==> src/rdo_cfg.svh <==
// constants for the readout dot sequencer
`ifndef RDO_CFG_SVH
`define RDO_CFG_SVH
`define RDO_DOT_CNT_RST 5'h00
`define RDO_LOW_BITS 4
`define RDO_HPOS_RST 8'h00
`define RDO_VPOS_RST 7'h00
`define RDO_ROM_ADDR_RST 12'h000
`endif

==> src/rdo_pkg.sv <==
// types for the readout dot sequencer
package rdo_pkg;
    typedef enum logic [2:0] {
        RDO_CHAR = 3'b000,
        RDO_VCUR1 = 3'b001,
        RDO_HCUR1 = 3'b010,
        RDO_VCUR0 = 3'b011,
        RDO_HCUR0 = 3'b100
    } rdo_mode_t;
    // deflection source selection
    typedef enum logic [1:0] {
        RDO_SRC_HDAC = 2'b00,
        RDO_SRC_VDAC = 2'b01,
        RDO_SRC_CUR0 = 2'b10,
        RDO_SRC_REF1 = 2'b11
    } rdo_src_t;
endpackage

==> src/rdo_dot_seq.sv <==
// readout dot sequencer with display mode select
`include "rdo_cfg.svh"
`timescale 1ns/10ps
`default_nettype none
module rdo_dot_seq
    import rdo_pkg::*;
(
    // clock and reset
    input wire logic clk,
    input wire logic nrst,
    // pacing from dot cycle generator, asynchronous
    input wire logic dot_request,
    // character data and address
    input wire logic [7:0] char_code,
    input wire logic [7:0] char_addr,
    input wire logic [7:0] dot_data,
    // rom address and char counter step
    output logic [11:0] rom_addr,
    output logic char_advance,
    // dac words
    output logic [7:0] hdac_word,
    output logic [6:0] vdac_word,
    output logic vdac_line_sel,
    output logic vdac_center_offset,
    // deflection routing
    output logic [1:0] horiz_src,
    output logic [1:0] vert_src,
    output logic cursor_active
);

// ==========================================
// input synchronisers
logic [2:0] req_sync_q, req_sync_d;
logic req_rise;
logic req_fall;
logic end_of_char_n;
logic cursor_select;

// rom data and address bits share our clock, so they need no sync
// limitation: a request level shorter than one clock may be missed
assign end_of_char_n = dot_data[7];
assign cursor_select = char_addr[6];

always_comb begin
    req_sync_d = {req_sync_q[1:0], dot_request};
end

always_ff @(posedge clk or negedge nrst) begin
    if (!nrst) begin
        req_sync_q <= 3'h0;
    end else begin
        req_sync_q <= req_sync_d;
    end
end

// edges are taken past the first stage only
assign req_rise = req_sync_q[1] & ~req_sync_q[2];
assign req_fall = ~req_sync_q[1] & req_sync_q[2];

// ==========================================
// end flag and character step
logic eoc_dly_q, eoc_dly_d;
logic char_adv_q, char_adv_d;

always_comb begin
    eoc_dly_d = eoc_dly_q;
    char_adv_d = 1'b0;

    if (req_rise) begin
        eoc_dly_d = end_of_char_n;
        char_adv_d = ~end_of_char_n;
    end
end

// the step pulse lasts one clock; the character counter outside
// must take it on that clock
// delayed flag resets high so the first character is not cleared
always_ff @(posedge clk or negedge nrst) begin
    if (!nrst) begin
        eoc_dly_q <= 1'b1;
        char_adv_q <= 1'b0;
    end else begin
        eoc_dly_q <= eoc_dly_d;
        char_adv_q <= char_adv_d;
    end
end

assign char_advance = char_adv_q;

// ==========================================
// dot counter
// five bits: sixteen dots a block, two blocks at most
logic [4:0] dot_cnt_q, dot_cnt_d;
logic [11:0] rom_addr_q, rom_addr_d;
logic cnt_clr;

function automatic logic [11:0] rom_address(input logic [7:0] code,
                                            input logic [4:0] cnt);
    rom_address = {code[7:1], code[0] | cnt[4], cnt[3:0]};
endfunction

// the clear is a level: it holds the count at zero until the
// next character's first byte lifts the flag again
assign cnt_clr = ~end_of_char_n & ~eoc_dly_q;

always_comb begin
    dot_cnt_d = dot_cnt_q;
    if (cnt_clr) begin
        dot_cnt_d = `RDO_DOT_CNT_RST;
    end else if (req_fall) begin
        // low four bits roll into bit four
        dot_cnt_d = dot_cnt_q + 5'h01;
    end

    // address follows the next count so rom and counter move together
    rom_addr_d = rom_address(char_code, dot_cnt_d);
end

always_ff @(posedge clk or negedge nrst) begin
    if (!nrst) begin
        dot_cnt_q <= `RDO_DOT_CNT_RST;
        rom_addr_q <= `RDO_ROM_ADDR_RST;
    end else begin
        dot_cnt_q <= dot_cnt_d;
        rom_addr_q <= rom_addr_d;
    end
end

assign rom_addr = rom_addr_q;

// ==========================================
// vertical latch
logic [6:0] vdac_q, vdac_d;
logic line_sel_q, line_sel_d;
logic ctr_off_q, ctr_off_d;

// line bits ride with the dot so a line change never tears a glyph
always_comb begin
    vdac_d = vdac_q;
    line_sel_d = line_sel_q;
    ctr_off_d = ctr_off_q;

    if (req_rise) begin
        vdac_d = {3'h0, dot_data[6:3]};
        line_sel_d = char_addr[5];
        ctr_off_d = char_addr[7];
    end
end

always_ff @(posedge clk or negedge nrst) begin
    if (!nrst) begin
        vdac_q <= `RDO_VPOS_RST;
        line_sel_q <= 1'b0;
        ctr_off_q <= 1'b0;
    end else begin
        vdac_q <= vdac_d;
        line_sel_q <= line_sel_d;
        ctr_off_q <= ctr_off_d;
    end
end

assign vdac_word = vdac_q;
assign vdac_line_sel = line_sel_q;
assign vdac_center_offset = ctr_off_q;

// ==========================================
// horizontal latch
logic [7:0] hdac_q, hdac_d;
logic hdac_armed_q, hdac_armed_d;

// armed by the rise, so a lone fall after reset writes nothing
always_comb begin
    hdac_d = hdac_q;
    hdac_armed_d = hdac_armed_q | req_rise;

    // write held while request high, taken at its fall
    if (req_fall && hdac_armed_q) begin
        hdac_d = {char_addr[4:0], dot_data[2:0]};
        hdac_armed_d = req_rise;
    end
end

// taken on the falling clock, half a cycle after the detected fall,
// so the word is settled before the count steps
always_ff @(negedge clk or negedge nrst) begin
    if (!nrst) begin
        hdac_q <= `RDO_HPOS_RST;
        hdac_armed_q <= 1'b0;
    end else begin
        hdac_q <= hdac_d;
        hdac_armed_q <= hdac_armed_d;
    end
end

assign hdac_word = hdac_q;

// ==========================================
// mode select
rdo_mode_t mode_q, mode_d;
logic en_q, en_d;
logic [2:0] dd_q, dd_d;

// return code: bits five and four both low, bit three ignored
function automatic logic is_return(input logic [2:0] bits);
    is_return = (bits[2:1] == 2'b00);
endfunction

// cursor codes on bits five to three; any other code keeps the mode
function automatic rdo_mode_t cursor_mode(input logic [2:0] bits,
                                          input rdo_mode_t held);
    unique case (bits)
        3'b010: begin
            cursor_mode = RDO_VCUR1;
        end
        3'b011: begin
            cursor_mode = RDO_HCUR1;
        end
        3'b100: begin
            cursor_mode = RDO_VCUR0;
        end
        3'b101: begin
            cursor_mode = RDO_HCUR0;
        end

        default: begin
            cursor_mode = held;
        end
    endcase
endfunction

// dd bits are the ones latched at the previous request

always_comb begin
    en_d = en_q;
    dd_d = dd_q;
    if (req_rise) begin
        dd_d = dot_data[5:3];
        // mode held until return code seen
        en_d = (mode_q != RDO_CHAR) ? 1'b1 : cursor_select;
        if (mode_q != RDO_CHAR && is_return(dd_q)) begin
            en_d = cursor_select;
        end
    end

    mode_d = mode_q;
    if (!en_q) begin
        mode_d = RDO_CHAR;
    end else begin
        mode_d = cursor_mode(dd_q, mode_q);
    end
end

// ==========================================
// deflection routing
logic [1:0] hsrc_q, hsrc_d;
logic [1:0] vsrc_q, vsrc_d;

// vertical cursors keep the dac on horizontal; horizontal ones swap
always_comb begin
    // orientation alternates per segment code; reference level changes every two codes
    unique case (mode_q)
        RDO_CHAR: begin
            hsrc_d = RDO_SRC_HDAC;
            vsrc_d = RDO_SRC_VDAC;
        end

        RDO_VCUR1: begin
            hsrc_d = RDO_SRC_HDAC;
            vsrc_d = RDO_SRC_REF1;
        end

        RDO_HCUR1: begin
            hsrc_d = RDO_SRC_REF1;
            vsrc_d = RDO_SRC_HDAC;
        end

        RDO_VCUR0: begin
            hsrc_d = RDO_SRC_HDAC;
            vsrc_d = RDO_SRC_CUR0;
        end

        RDO_HCUR0: begin
            hsrc_d = RDO_SRC_CUR0;
            vsrc_d = RDO_SRC_HDAC;
        end

        default: begin
            hsrc_d = RDO_SRC_HDAC;
            vsrc_d = RDO_SRC_VDAC;
        end
    endcase
end

always_ff @(posedge clk or negedge nrst) begin
    if (!nrst) begin
        en_q <= 1'b0;
        dd_q <= 3'h0;
        mode_q <= RDO_CHAR;
    end else begin
        en_q <= en_d;
        dd_q <= dd_d;
        mode_q <= mode_d;
    end
end

// routing registered so the switches move on a clean edge
always_ff @(posedge clk or negedge nrst) begin
    if (!nrst) begin
        hsrc_q <= RDO_SRC_HDAC;
        vsrc_q <= RDO_SRC_VDAC;
    end else begin
        hsrc_q <= hsrc_d;
        vsrc_q <= vsrc_d;
    end
end

assign horiz_src = hsrc_q;
assign vert_src = vsrc_q;
assign cursor_active = en_q;

endmodule
`default_nettype wire

==> config.mk <==
export PLATFORM = sky130hd
export DESIGN_NAME = rdo_dot_seq
export DESIGN_NICKNAME = d
export VERILOG_FILES = /design/src/rdo_pkg.sv /design/src/rdo_dot_seq.sv
export VERILOG_INCLUDE_DIRS = /design/src
export SDC_FILE = /design/constraint.sdc
export NUM_CORES = 1
export LEC_CHECK = 0
export BUFFER_PORTS_ARGS = -buffer_cell sky130_fd_sc_hd__buf_4
export CORE_ASPECT_RATIO = 0.5
export CORE_MARGIN = 3
export CORE_UTILIZATION = 51
export CTS_CLUSTER_SIZE = 24
export DETAILED_ROUTE_END_ITERATION = 6
export GPL_TIMING_DRIVEN = 0
export HOLD_SLACK_MARGIN = 0.08
export PLACE_DENSITY = 0.8
export SLEW_MARGIN = 20
export SYNTH_ARGS = -nofsm -noshare
export SYNTH_HDL_FRONTEND = slang
export SYNTH_SLANG_ARGS = --single-unit
==> constraint.sdc <==
create_clock -name clk -period 3.3 [get_ports clk]
set_input_delay 0.66 -clock clk [delete_from_list [all_inputs] [get_ports clk]]
set_output_delay 0.66 -clock clk [all_outputs]
set_load 0.005 [all_outputs]
==> After elaboration in Yosys (flattened, before gate mapping) <==
Index checks and enable logic that the tools add are counted.
{ "word_totals": {"regBits": 48, "inputBits": 27} }
{ "classes": {"n_addsub": 1, "eq_ne": 9, "mux": 10, "bitwise": 9, "reduce_logical": 5} }
{ "op_table": {"columns": ["op", "count"], "rows": [
  ["$eq A3 B2 Y1 const B", 4],
  ["$pmux W3 S4", 1],
  ["$mux W5", 2],
  ["$eq A3 B3 Y1 const B", 3],
  ["$pmux W2 S3", 1],
  ["$add A5 B1 Y5 const B", 1],
  ["$ne A5 B1 Y1 const B", 1],
  ["$mux W1", 4],
  ["$not A1 Y1", 4],
  ["$pmux W2 S2", 1],
  ["$and A1 B1 Y1", 3],
  ["$eq A3 B1 Y1 const B", 1],
  ["$mux W3", 1],
  ["$reduce_bool A3 Y1", 1],
  ["$logic_and A1 B1 Y1", 2],
  ["$logic_not A2 Y1", 1],
  ["$or A1 B1 Y1", 2],
  ["$reduce_or A2 Y1", 1]
]} }

==> Depth between registers and ports, before layout <==
{ "logic_depth": {"word_depth": 5, "mapped_depth": 4, "depth_no_buf": 4} }

==> metrics.yaml <==
layout.nets: 209
avgSynthCellArea_sq_um: 13.70
fillCellCount: 181
ys_seq_elements: 41
cts_max_level: 2
grt_pass1_vias: 981
yosysUniqueCellTypes: 33
syn_to_final_growth_pct: 36.62
wl_mm: 2.892
synth-seq-area-share: 0.6587
async_flop_share: 1.000
cts-root-buf: "clkbuf_8"
final_max_slew_viol_count: 0
cts.reportedPaths.clkPinSlew_ns: 0.08
rsz0062_at_grt: "false"
start_util: 0.5680
crit_type: "register to output pin"
cts.sinks: 41
power_uw: 1280
critPathCaptureType: "output pin"
crit_buf_inv: 1
antenna_found_initial: 0
rr_worst_depth: 3
portBuffers: 58
grt_pass1_wl_mm: 4.712
grt_max_degree: 42
clockBufferDepth: 2
num_rows: 13
setup_viol: 0
via_count: 1041
grtUsageTotal: 0.1653
hold_class: "input pin to async pin"
die_y_microns: 45.13
r2r-start: "req_sync_q[1]"
ant_nets: 0
status: "complete, no violations"
postCtsSetupRepairBufs: 0
drive_gt1_frac: 0.5000
die-area_sq_mm: 0.003802
die-width_microns: 84.25
p_leak_uw: 0.001051
crit_arrival_ns: 2.48
cpMaxStageDelayCell: "dfrtn_1"
antenna_cells: 0
design_area_sq_mm: 0.002133
drtIter0Drc: 26
startpoint_type: "register"
r2r_end: "hdac_word[0]"
wire_per_inst_microns: 13.21
hold-worst-slack_ns: 0.3413
cts_hold_buf: 0
drv_cap: 0
cts_tree: "yes"
drc_errors: 0
max_stage_delay_ns: 0.42
skew_ns: 0.01165
synth_edf_count: 0
ys.flop_type: "dfrtp_1"
drtPass1Iterations: 4
synth.cell_area_sq_mm: 0.001561
yosysWarningCount: 0
post_cts_resize_count: 0
synth_cells: 114
grt_overflow: 0
r2r_setup_slack_ns: 0.30
ir_worst_vdd_mv: 0.4087
placed_area_sq_mm: 0.002051
hold_violations: 0
p_per_area_mw_per_mm2: 600.1
crit_chain: "buf_4"
drt-vias-per-instance: 4.753
place_congestion: 0.7421
fin_setup_tns_ns: 0
worstPathRequired_ns: 2.64
place_hpwl_mm: 2.127
numCtsBuffers: 5
critical-path-top-delay-family: "flip-flops"
num_io_pins: 62
core_region_area_sq_mm: 0.002749
worstSkewPairLatency_ns: 0.29
critPathMaxFanout: 2
[kinds of logic (layout without fill, tap and decap cells)]
logic type,count (synthesis),in the layout,synth area share
fa+ha+maj,2,2,0.01442
simple gates,29,29,0.1010
mux,15,15,0.1074
xor+xnor,4,4,0.02244
compound gates,11,11,0.04968
flops,41,41,0.6587
buf+inv,11,77,0.04407
other cells,1,3,0.002402
[worst reg2reg max path, delay by kind of cell (launching register included)]
family	cells	cell delay [ns]
and+or+nand+nor	2	0.43
DFF	1	0.42
muxes	1	0.36
[metrics by stage]
step                instances  worst slack, ns    util
global placement          211           0.3229  0.7460
finish                    219           0.1637  0.7761
global route              219           0.1220  0.7761
detailed placement        211           0.2905  0.7460
CTS                       219           0.1572  0.7761
floorplan                 116           0.4144       -
[cells in the mapped netlist, drive strengths merged, types with 2 or more instances]
master | n | area (sq um)
nand3b | 2 | 15.01
xnor2 | 3 | 26.28
mux2 | 14 | 157.7
nor2b | 5 | 31.28
dfrtn | 9 | 225.2
inv | 3 | 11.26
nand2 | 6 | 25.03
a21oi | 3 | 15.01
dfstp | 2 | 52.55
nand2b | 3 | 18.77
dfrtp | 30 | 750.7
nor2 | 7 | 26.28
buf | 8 | 57.55
o21ai | 2 | 10.01
[layout make-up]
class	count	area [sq um]	area share
buffer	8	57.56	0.02698
clock buffer	6	72.57	0.03402
clock inverter	2	10.01	0.004692
inverter	3	11.26	0.005279
multi-input combinational	64	471.7	0.2211
sequential	41	1028	0.4821
tap	37	46.29	0.02170
timing repair buffer	58	435.4	0.2041
[layout by cell type (no fill, tap or decap), types with 2 or more instances in the layout]
master / n
a21oi_1: 3
buf_4: 65
clkbuf_8: 5
clkinv_2: 2
conb_1: 3
dfrtn_1: 9
dfrtp_1: 30
dfstp_2: 2
inv_1: 3
mux2_2: 14
nand2_1: 5
nand2b_1: 3
nand3b_1: 2
nor2_1: 7
nor2b_1: 5
o21ai_0: 2
xnor2_1: 3
[worst max-delay path by stage]
stage	endpoint	startpoint	cells after the start
final	hdac_word[5]	hdac_word[5]	1
after global routing	hdac_word[4]	hdac_word[4]	1
after CTS	hdac_word[5]	hdac_word[5]	1
after detailed placement	hdac_word[2]	req_sync_q[1]	3
after global placement	hdac_word[7]	req_sync_q[1]	3
after floorplan	hdac_word[0]	req_sync_q[2]	3
[flip-flops by register name, summed over array words and instances (netlist names)]
signal / cells
hdac_word: 8
vert_src: 2
dot_cnt_q: 1
cursor_active: 1
mode_q: 3
vdac_center_offset: 1
vdac_word: 2
vdac_line_sel: 1
horiz_src: 2
hdac_armed_q: 1
char_advance: 1
rom_addr: 12
dd_q: 2
req_sync_q: 3
eoc_dly_q: 1
[report_power, final]
part           switching [uW]  internal [uW]  leakage (uW)
combinational             104            197      0.000514
clock                     162            147     0.0000450
sequential               69.2            601      0.000492
total                     335            945       0.00105
[routing by layer]
| layer | wire length, microns | track usage |
|---|---|---|
| met1 | 1147 | 0.1896 |
| met5 | 0 | 0 |
| met4 | 23 | 0.02885 |
| met3 | 224 | 0.07832 |
| met2 | 1496 | 0.2947 |
Note: power is estimated with default switching activity, not from simulation.
